### src/srdl_defines.vh
`ifndef SRDL_DEFINES_VH
`define SRDL_DEFINES_VH

// ascii characters seen on the host stream
`define SRDL_CH_S        8'h53
`define SRDL_CH_CR       8'h0D
`define SRDL_CH_LF       8'h0A
`define SRDL_CH_NUL      8'h00
`define SRDL_CH_0        8'h30
`define SRDL_CH_9        8'h39
`define SRDL_CH_UA       8'h41
`define SRDL_CH_UF       8'h46
`define SRDL_CH_LA       8'h61
`define SRDL_CH_LF_HEX   8'h66

// record type digits
`define SRDL_T_HDR       4'h0
`define SRDL_T_DATA16    4'h1
`define SRDL_T_DATA24    4'h2
`define SRDL_T_DATA32    4'h3
`define SRDL_T_COUNT     4'h5
`define SRDL_T_END32     4'h7
`define SRDL_T_END24     4'h8
`define SRDL_T_END16     4'h9

// address field widths in bytes
`define SRDL_ALEN_2      3'h2
`define SRDL_ALEN_3      3'h3
`define SRDL_ALEN_4      3'h4

// length byte plus address, data and checksum must sum to this
`define SRDL_SUM_GOOD    8'hFF

// fifo in the character path
`define SRDL_FIFO_DEPTH  16
`define SRDL_FIFO_AW     4

`endif

### src/srdl_fifo.v
`timescale 1ns/1ps
`include "srdl_defines.vh"

module srdl_fifo #(
    parameter W  = 8,
    parameter D  = `SRDL_FIFO_DEPTH,
    parameter AW = `SRDL_FIFO_AW
) (
    input  wire          sys_clk_i,   // clock
    input  wire          sys_rst_i,   // sync reset, active high
    input  wire          in_valid_i,  // write side valid
    output reg           in_ready_o,  // write side ready, registered
    input  wire [W-1:0]  in_data_i,   // write data
    output wire          out_valid_o, // read side valid
    input  wire          out_ready_i, // read side ready
    output wire [W-1:0]  out_data_o   // read data
);
    reg [W-1:0]  mem [0:D-1];
    reg [AW-1:0] wp;
    reg [AW-1:0] rp;
    reg [AW:0]   cnt;
    wire         push = in_valid_i & in_ready_o;
    wire         pop  = out_valid_o & out_ready_i;
    wire [AW:0]  next_cnt = cnt + {{AW{1'b0}}, push} - {{AW{1'b0}}, pop};

    assign out_valid_o = (cnt != {(AW+1){1'b0}});
    assign out_data_o  = mem[rp];

    always @(posedge sys_clk_i) begin
        if (sys_rst_i) begin
            wp         <= {AW{1'b0}};
            rp         <= {AW{1'b0}};
            cnt        <= {(AW+1){1'b0}};
            in_ready_o <= 1'b0;
        end else begin
            if (push) begin
                mem[wp] <= in_data_i;
                wp      <= (wp == D[AW-1:0] - 1'b1) ? {AW{1'b0}} : wp + 1'b1;
            end
            if (pop)
                rp <= (rp == D[AW-1:0] - 1'b1) ? {AW{1'b0}} : rp + 1'b1;
            cnt        <= next_cnt;
            // ready is registered so it never depends on the reader in the same cycle
            in_ready_o <= (next_cnt != D[AW:0]);
        end
    end
endmodule // srdl_fifo

### src/srdl_loader.v
`timescale 1ns/1ps
`include "srdl_defines.vh"

// Notes on behaviour
// - only S1 data and S9 end are loaded
// - everything before first S1 is discarded
// - after first S1 only S1; S9 ends
// - S0 is a header, skipped, address ignored
// - S1/S2/S3 carry 2/3/4 address bytes
// - S5 count record parsed, not loaded
// - S7/S8/S9 end records, 4/3/2 address bytes
// - S9 zero address uses first entry point
// - several header records are tolerated
// - length counts following byte pairs
// - S9 with zero address has length 03
// - data bytes go to consecutive addresses
// - every character arrives as ascii code
// - high nibble character first, then low
// - checksum is complement of byte sum
// - CR, LF, NUL separate records
module srdl_loader #(
    parameter FIFO_DEPTH = `SRDL_FIFO_DEPTH,
    parameter FIFO_AW    = `SRDL_FIFO_AW
) (
    input  wire        sys_clk_i,    // clock, 10 MHz
    input  wire        sys_rst_i,    // sync reset, active high
    input  wire        char_valid_i, // host character valid
    input  wire [7:0]  char_i,       // host character, ascii
    output wire        char_ready_o, // character accepted when high
    output reg         mem_we_o,     // memory write request
    output reg  [15:0] mem_addr_o,   // memory write address
    output reg  [7:0]  mem_data_o,   // memory write data
    input  wire        mem_ready_i,  // memory takes the write
    output reg         loading_o,    // first S1 seen
    output reg         done_o,       // transfer ended by good S9
    output reg  [15:0] entry_o,      // execution entry address
    output reg         err_o         // sticky error
);
    localparam ST_IDLE = 2'b00;
    localparam ST_TYPE = 2'b01;
    localparam ST_BODY = 2'b10;
    localparam ST_DONE = 2'b11;

    function is_hex;
        input [7:0] c;
        begin
            is_hex = (c >= `SRDL_CH_0  && c <= `SRDL_CH_9)  ||
                     (c >= `SRDL_CH_UA && c <= `SRDL_CH_UF) ||
                     (c >= `SRDL_CH_LA && c <= `SRDL_CH_LF_HEX);
        end
    endfunction

    function [3:0] hex_val;
        input [7:0] c;
        begin
            if (c <= `SRDL_CH_9)
                hex_val = c[3:0];
            else
                hex_val = c[3:0] + 4'h9;
        end
    endfunction

    function [2:0] addr_len;
        input [3:0] t;
        begin
            case (t)
                `SRDL_T_DATA24, `SRDL_T_END24: addr_len = `SRDL_ALEN_3;
                `SRDL_T_DATA32, `SRDL_T_END32: addr_len = `SRDL_ALEN_4;
                default:                       addr_len = `SRDL_ALEN_2;
            endcase
        end
    endfunction

    // record type is a single decimal digit
    function is_digit;
        input [7:0] c;
        begin
            is_digit = (c >= `SRDL_CH_0) && (c <= `SRDL_CH_9);
        end
    endfunction

    // terminators that may stand between records
    function is_sep;
        input [7:0] c;
        begin
            is_sep = (c == `SRDL_CH_CR)  ||
                     (c == `SRDL_CH_LF)  ||
                     (c == `SRDL_CH_NUL);
        end
    endfunction

    // checksum arithmetic stays eight bits, carries drop
    function [7:0] sum_add;
        input [7:0] a;
        input [7:0] b;
        begin
            sum_add = a + b;
        end
    endfunction

    // last two address bytes, high byte first
    function [15:0] join16;
        input [7:0] hi;
        input [7:0] lo;
        begin
            join16 = {hi, lo};
        end
    endfunction

    wire       fifo_ready;
    wire       fifo_valid;
    wire [7:0] fifo_data;
    // a pending write that memory has not taken stalls the parser
    wire       stall = mem_we_o & ~mem_ready_i;
    wire       take  = fifo_valid & ~stall;

    srdl_fifo #(
        .W  (8),
        .D  (FIFO_DEPTH),
        .AW (FIFO_AW)
    ) u_fifo (
        .sys_clk_i   (sys_clk_i),
        .sys_rst_i   (sys_rst_i),
        .in_valid_i  (char_valid_i),
        .in_ready_o  (fifo_ready),
        .in_data_i   (char_i),
        .out_valid_o (fifo_valid),
        .out_ready_i (take),
        .out_data_o  (fifo_data)
    );

    assign char_ready_o = fifo_ready;

    reg  [1:0]  state;
    reg  [3:0]  rtype;
    reg  [2:0]  alen;
    reg         nib_lo;
    reg  [3:0]  hi_nib;
    reg         len_seen;
    reg  [7:0]  len;
    reg  [7:0]  idx;
    reg  [7:0]  sum;
    reg  [31:0] addr;
    reg  [15:0] wr_ptr;
    reg         have_first;
    reg  [15:0] first_addr;

    wire [7:0]  cbyte   = {hi_nib, hex_val(fifo_data)};
    wire [7:0]  alen8   = {5'h00, alen};
    wire        hex_ok  = is_hex(fifo_data);
    wire        is_load = (rtype == `SRDL_T_DATA16);
    wire        is_end  = (rtype == `SRDL_T_END16);
    wire [15:0] addr16  = addr[15:0];
    // running sum and the address as they read after this byte
    wire [7:0]  sum_next  = sum_add(sum, cbyte);
    wire [15:0] addr_next = join16(addr[7:0], cbyte);

    // a byte completes on each low-nibble character inside a record
    wire        pair_done = take && (state == ST_BODY) && hex_ok && nib_lo;
    wire        at_cksum  = len_seen && (idx == len - 8'h01);
    // only S1 data reaches memory
    wire        wr_req    = pair_done && len_seen && !at_cksum && (idx >= alen8) && is_load;

    // a request holds until memory takes it; the parser stalls meanwhile
    always @(posedge sys_clk_i) begin
        if (sys_rst_i) begin
            mem_we_o   <= 1'b0;
            mem_addr_o <= 16'h0000;
            mem_data_o <= 8'h00;
        end else if (wr_req) begin
            mem_we_o   <= 1'b1;
            mem_addr_o <= wr_ptr;
            mem_data_o <= cbyte;
        end else if (mem_ready_i) begin
            // taken this edge and no new byte behind it
            mem_we_o   <= 1'b0;
        end
    end

    always @(posedge sys_clk_i) begin
        if (sys_rst_i) begin
            state      <= ST_IDLE;
            rtype      <= 4'h0;
            alen       <= 3'h0;
            nib_lo     <= 1'b0;
            hi_nib     <= 4'h0;
            len_seen   <= 1'b0;
            len        <= 8'h00;
            idx        <= 8'h00;
            sum        <= 8'h00;
            addr       <= 32'h0000_0000;
            wr_ptr     <= 16'h0000;
            have_first <= 1'b0;
            first_addr <= 16'h0000;
            loading_o  <= 1'b0;
            done_o     <= 1'b0;
            entry_o    <= 16'h0000;
            err_o      <= 1'b0;
        end else begin
            if (take) begin
                case (state)
                    ST_IDLE: begin
                        if (fifo_data == `SRDL_CH_S) begin
                            state <= ST_TYPE;
                        end else if (is_sep(fifo_data)) begin
                            // terminators between records are dropped
                            state <= ST_IDLE;
                        end else begin
                            // stray text is dropped; before the first S1 so is everything
                            state <= ST_IDLE;
                        end
                    end
                    ST_TYPE: begin
                        rtype    <= fifo_data[3:0];
                        alen     <= addr_len(fifo_data[3:0]);
                        nib_lo   <= 1'b0;
                        len_seen <= 1'b0;
                        idx      <= 8'h00;
                        addr     <= 32'h0000_0000;
                        if (!is_digit(fifo_data)) begin
                            if (loading_o)
                                err_o <= 1'b1;
                            state <= ST_IDLE;
                        end else if (fifo_data[3:0] == `SRDL_T_DATA16) begin
                            loading_o <= 1'b1;
                            state     <= ST_BODY;
                        end else if (loading_o && fifo_data[3:0] != `SRDL_T_END16) begin
                            // mid-transfer only S1 and S9 are allowed
                            err_o <= 1'b1;
                            state <= ST_IDLE;
                        end else begin
                            // S0, S5, S2/S3, S7/S8 parsed then dropped
                            state <= ST_BODY;
                        end
                    end
                    ST_BODY: begin
                        if (!hex_ok) begin
                            // short record or garbage; before the first S1 it is ignored
                            if (loading_o)
                                err_o <= 1'b1;
                            state <= ST_IDLE;
                        end else if (!nib_lo) begin
                            hi_nib <= hex_val(fifo_data);
                            nib_lo <= 1'b1;
                        end else begin
                            nib_lo <= 1'b0;
                            if (!len_seen) begin
                                len_seen <= 1'b1;
                                len      <= cbyte;
                                sum      <= cbyte;
                                // length must at least cover address and checksum
                                if (cbyte < alen8 + 8'h01) begin
                                    if (loading_o)
                                        err_o <= 1'b1;
                                    state <= ST_IDLE;
                                end
                            end else begin
                                idx <= idx + 8'h01;
                                if (at_cksum) begin
                                    // checksum byte closes the record
                                    state <= ST_IDLE;
                                    if (sum_next != `SRDL_SUM_GOOD) begin
                                        if (loading_o)
                                            err_o <= 1'b1;
                                    end else if (is_end && loading_o) begin
                                        done_o  <= 1'b1;
                                        state   <= ST_DONE;
                                        // zero address falls back to first entry point
                                        entry_o <= (addr16 == 16'h0000) ? first_addr : addr16;
                                    end
                                end else if (idx < alen8) begin
                                    sum  <= sum_next;
                                    addr <= {addr[23:0], cbyte};
                                    if (idx == alen8 - 8'h01) begin
                                        wr_ptr <= addr_next;
                                        if (is_load && !have_first) begin
                                            have_first <= 1'b1;
                                            first_addr <= addr_next;
                                        end
                                    end
                                end else begin
                                    sum <= sum_next;
                                    if (is_load) begin
                                        // the write port sends the byte; the pointer moves on
                                        wr_ptr <= wr_ptr + 16'h0001;
                                    end
                                end
                            end
                        end
                    end
                    ST_DONE: begin
                        // transfer ended; remaining characters are drained and ignored
                        state <= ST_DONE;
                    end
                    default: state <= ST_IDLE;
                endcase
            end
        end
    end
endmodule // srdl_loader

### config.mk
export PLATFORM = sky130hd
export DESIGN_NAME = srdl_loader
export DESIGN_NICKNAME = d
export VERILOG_FILES = /design/src/srdl_fifo.v /design/src/srdl_loader.v
export VERILOG_INCLUDE_DIRS = /design/src
export SDC_FILE = /design/constraint.sdc
export NUM_CORES = 1
export LEC_CHECK = 0
export BUFFER_PORTS_ARGS = -buffer_cell sky130_fd_sc_hd__buf_2
export CAP_MARGIN = 40
export CORE_MARGIN = 3
export CORE_UTILIZATION = 35
export CTS_BUF_LIST = sky130_fd_sc_hd__clkbuf_8
export CTS_CLUSTER_SIZE = 30
export DETAILED_ROUTE_END_ITERATION = 8
export RECOVER_POWER = 50
export SLEW_MARGIN = 10
export SYNTH_ARGS = -nofsm -noshare
export SYNTH_HDL_FRONTEND = slang
export SYNTH_SLANG_ARGS = --single-unit
export TNS_END_PERCENT = 1
### constraint.sdc
create_clock -name sys_clk_i -period 5.76 [get_ports sys_clk_i]
set_clock_uncertainty 0.15 [all_clocks]
set_input_delay 0.576 -clock sys_clk_i [delete_from_list [all_inputs] [get_ports sys_clk_i]]
set_output_delay 0.576 -clock sys_clk_i [all_outputs]
set_load 0.01 [all_outputs]
* After elaboration in Yosys (flattened, before gate mapping)
Memories as Yosys holds them, arrays and structs flattened. A register that Yosys moved wholly into a read port is not among the register bits. Index checks and enable logic that the tools add are counted. Widths: inputs -> output; s select.
Word-level totals: word-level logic and storage cells 182, register bits 146, bits in writable memories 128, input port bits 12, memories 1
Operators by class: magnitude comparators 9, bitwise gates (word level) 10, reduce and logical (&&, ||, !) cells 40, multiplexer cells 56, add/subtract/negate cells 11, eq/ne operators 31
Memories:
- u_fifo.mem | depth 16, bits a word 8, read ports 1, clocked after Yosys merged registers in 1, write ports 1, RTL line srdl_fifo.v:18 | reg [W-1:0] mem [0:D-1];
Operators with widths (count):
- $mux 16 | 9
- $mux 8 | 5
- $pmux 16 s2 | 1
- $reduce_and 8->1 | 3
- $mux 1 | 20
- $mux 2 | 10
- $mux 4 | 5
- $add 16x1->16 const B | 1
- $eq 4x4->1 const B | 4
- $eq 8x8->1 | 2
- $ge 8x7->1 const B | 2
- $le 8x7->1 const B | 2
- $logic_not 16->1 | 1
- $pmux 8 s2 | 1
- $reduce_and 4->1 | 4
- $reduce_and 5->1 | 3
- $logic_and 1x1->1 | 14
- $ne 2x2->1 const B | 5
- $ne 3x3->1 const B | 3
- $reduce_and 9->1 | 1
- $add 4x1->4 const B | 2
- $add 8x1->8 const B | 1
- $add 8x8->8 | 1
- $eq 4x1->1 const B | 2
- other kinds (35) | 55

* Depth between registers and ports, before layout
depth in word-level cells 12, depth in mapped cells 24, gate-level depth less buffers 20

* By module
From an unflattened synthesis, not the netlist that was laid out.
Second synthesis, totals: cells, all modules 1139, area total of the unflattened synthesis 12630.9 um2
By module, submodules not included:
- srdl_loader | area an instance 6816.5 um2, cells an instance 823, seq. area each 2642.5 um2, instances 1
- srdl_fifo | area an instance 5814.3 um2, cells an instance 316, seq. area each 4204.0 um2, instances 1

* Least setup slack after synthesis
Ideal clock, no wire load.
path kind register to register, start register with a tool-made name, end register entry_o[10], slack 256 ps, arrival time 5269 ps, path buffers 2, stages on the path, launching flop included 22, cell sequence dfxtp_1 -> buf_6 -> mux4_2 -> a221oi_4 -> inv_2 -> ha_1 -> o221ai_1 -> nand3_1 -> o21ai_0 -> xnor2_1 -> ha_1 -> fa_1 -> a21o_1 -> a21oi_1 -> o21bai_1 -> a21oi_1 -> xnor2_1 -> nand4_1 -> nor4_2 -> clkbuf_1 -> nor2_1 -> a211oi_1
RTL lines:
- to (signal assigned) | RTL line srdl_loader.v:269 | entry_o <= (addr16 == 16'h0000) ? first_addr : addr16;
- to (decl) | RTL line srdl_loader.v:36 | output reg [15:0] entry_o,

==> summary.md <==
| Metric | Value |
|---|---|
| Row cnt | `69` |
| CTS tree | `yes` |
| Die height | `196.2 um` |
| Most common cell in the synthesized netlist | `dfxtp_1` |
| Sequential element share of the synthesized area | `54.07%` |
| WS Path Type | `flip-flop to flip-flop` |
| Initial DRC count | `644` |
| Drt drc | `0` |
| CTS Buf Count | `45` |
| Ant diodes | `0` |
| Worst slack, placed | `-0.06618 ns` |
| CP arrival | `5.69 ns` |
| Synth async-reset ratio | `0%` |
| CP required | `6.09 ns` |
| Final WL | `29,610 um` |
| Total global-route track usage | `15.24%` |
| Initial antenna violation count | `0` |
| Avg WL per Cell | `17.50 um` |
| WP buf/inv | `4` |
| Vias per cell | `5.303` |
| Post-synth EDFFs | `128` |
| Yosys cell types | `76` |
| H-tree level count | `2` |
| Setup violators final | `0` |
| Delay-heaviest family, CP | `compound AO/OA/AOI/OAI gates` |
| WHS Path Cells | `3` |
| LEAKAGE | `0.004850 uW` |
| TritonRoute pass-1 iters | `7` |
| Total negative slack | `0 ns` |
| WHS Endpoint | `mem_we_o` |
| First-pass GRT wire length | `47,630 um` |
| GP Congestion | `0.8604` |
| Routed Antenna Nets | `0` |
| Top Ports | `57` |
| Post-Synth Adder-Cell Area | `4.170%` |
| Grt ovf | `0` |
| Synth Warn # | `0` |
| Top post-synthesis cells by count | `dfxtp_1 (150), edfxtp_1 (128), nor2_1 (119), a21oi_1 (98), nand2_1 (97)` |
| Setup slack, reg-to-reg | `0.40 ns` |
| Hpwl dp | `19,820 um` |
| Worst skew pair latency | `0.59 ns` |
| Register Area | `6850 um^2` |
| Share of layout cells above drive strength 1 | `10.89%` |
| Max-cap violations | `0` |
| Slack of the critical path | `0.4050 ns` |
| Post-Syn Instances | `1,133` |
| Root Driver | `clkbuf_8` |
| Largest net degree at the start of global routing | `81` |
| Num Clock Sinks | `278` |
| Worst path cell trace | `mux4_1 > a22o_1 > a221oi_4 > inv_2 > ha_2 > o221ai_1 > nand3_1 > buf_4 > a31o_2 > nor2_1 > buf_4 > ha_1 > a21o_1 > a21oi_1 > o21bai_1 > a21oi_1 > xnor2_1 > nand4_1 > nor4_4 > buf_12 > nor2_1 > a211oi_1` |
| Xor/xnor share of the synthesized area | `2.144%` |
| Hold Fails Final Rpt | `0` |
| Syn_nets | `1,186` |
| Fillers | `3,460` |
| Main flop type after synthesis | `dfxtp_1` |
| Clock slew at reported path FFs | `0.07 ns` |
| Port Buffers | `56` |
| Syn avg cell area | `11.18 um^2` |
| Post-synthesis register bit count | `278` |
| Crit. End Element | `flip-flop` |
| PD cells | `369.8 nW/um^2` |
| Min-delay src | `mem_ready_i` |
| Maximum VDD drop | `227.2 uV` |
| Status | `complete, no violations` |
| Slew margin rel. | `41.60%` |
| Worst reg2reg endpoint | `entry_o[3]` |
| Clock tree buffer depth | `3` |
| Multi-input gate area | `5351 um^2` |
| Final cell utilization of the core | `39.84%` |
| Max Fclk | `186.7 MHz` |
| Simple-Gate Fraction of Synth Area | `12.85%` |
| Final Critical Period | `5.355 ns` |
| Worst Tran Pin Value | `0.8761 ns` |
| HP Class | `primary input to flip-flop` |
| Area delta synth->final | `12.18%` |
| Vias in the first global route | `8,803` |
| Starting Density | `35.52%` |
| Final #Nets | `1,252` |
| Worst path max stage delay | `0.55 ns` |
| Synth top area share | `30.35%` |
| Synth top area cells | `edfxtp_1 (30%), dfxtp_1 (24%), mux2i_1 (4.0%)` |
| Mux cell area share after synthesis | `10.27%` |
| Cell Area, Synth | `12,660 um^2` |
| CP Max Fanout | `33` |
| CP max-delay cell | `mux4_1` |
| Routed via count | `8,973` |
| Core area | `35,660 um^2` |
| Chip width | `196.2 um` |
| Final Cycle Share | `92.97%` |
| Final slew viol count | `0` |
| Startpoint Class | `flip-flop` |
| Synth area leader | `edfxtp_1` |
| Die area | `38,500 um^2` |
| Main combinational cell family by area after synthesis | `simple AND/OR/NAND/NOR gates` |
| Hold_buf cts | `0` |
| Worst R2R Path Depth | `22` |
| Post-synthesis compound-gate area fraction | `12.54%` |
-- registers in the layout (all words and copies together) (netlist names), 16 cells and up, named ones only --
signal,flops
u_fifo.mem,128
mem_addr_o,16
entry_o,16
first_addr,16
wr_ptr,16
addr,16
-- routing by layer --
metal,GRT usage [%],vias to the layer above,wire length [um]
li1,-,4316,-
met1,21.30,4407,14220
met2,24.66,206,13540
met3,2.524,44,1292
met4,4.199,0,563
met5,0,-,0
-- how the worst max path moves through the flow --
| stage | to | startpoint | depth (start not counted) |
|---|---|---|---|
| finish | entry_o[3] | flip-flop | 22 |
| global route | entry_o[3] | flip-flop | 24 |
| detailed placement | entry_o[3] | flip-flop | 21 |
| floorplan | entry_o[10] | flip-flop | 21 |
| global placement | entry_o[12] | flip-flop | 21 |
| CTS | entry_o[3] | flip-flop | 21 |
-- stage by stage --
stage,hold slack (ns),power [uW],area [um^2],std cells
floorplan,0.2867,3277,12660,1133
global placement,0.2877,3696,13370,1608
detailed placement,0.2947,3710,13400,1610
CTS,0.1283,5283,14210,1689
global route,0.1661,5564,14210,1692
finish,0.1712,5253,14210,1692
-- worst reg2reg max path: stages (launching register included) --
cell and delay [ns]:
dfxtp_4 0.41, mux4_1 0.56, a22o_1 0.28, a221oi_4 0.22
inv_2 0.10, ha_2 0.22, o221ai_1 0.21, nand3_1 0.16
buf_4 0.23, a31o_2 0.25, nor2_1 0.15, buf_4 0.22
ha_1 0.26, a21o_1 0.19, a21oi_1 0.23, o21bai_1 0.10
a21oi_1 0.18, xnor2_1 0.21, nand4_1 0.21, nor4_4 0.22
buf_12 0.22, nor2_1 0.07, a211oi_1 0.22
-- cell families after synthesis --
| kind of cell | count (synthesis) |
|---|---|
| adders and majority gates | 41 |
| muxes | 88 |
| and+or+nand+nor | 341 |
| buffers and inverters | 110 |
| AOI/OAI and AO/OA | 244 |
| xor gates and xnor gates | 31 |
| DFF | 278 |
-- where the power goes --
part	leakage (uW)	internal, uW	switching, uW	total (uW)
Clock	0.000490	775	782	1560
Sequential	0.00236	2120	58.7	2180
Combinational	0.00200	607	909	1520
Total	0.00485	3500	1750	5250
-- placed cells by master (no fill, tap or decap), types with 6 or more instances in the layout --
cell type  count
dfxtp_1      149
edfxtp_1     128
nor2_1       119
a21oi_1       98
nand2_1       97
inv_1         64
clkbuf_1      54
mux2i_1       50
clkbuf_8      48
ha_1          38
a211oi_1      32
o21ai_0       27
nand3_1       26
buf_4         24
mux4_2        21
xor2_1        17
and2_1        15
xnor2_1       13
nor3_1        12
o22ai_1       10
o32ai_1       10
mux4_1         9
o211ai_1       9
and3_1         9
nor2b_1        8
a22oi_1        7
mux2_2         7
or3_1          7
nand4_1        7
nand2b_1       6
nor4_1         6
a311oi_1       6
-- area by class of cell --
class	instances	area share (%)
Sequential cell	278	48.22
Multi-Input combinational cell	745	37.67
Clock buffer	48	4.650
Tap cell	461	4.060
Timing Repair Buffer	84	3.197
Inverter	45	1.189
Clock inverter	31	1.013
-- timing repair --
action	4_1_cts	5_1_grt
buffers inserted	0	3
pin swaps	0	1
gates cloned	0	0
setup endpoints to repair	16	19
gates resized for setup	1	11
No activity file was read; power rests on OpenSTA's default activity.
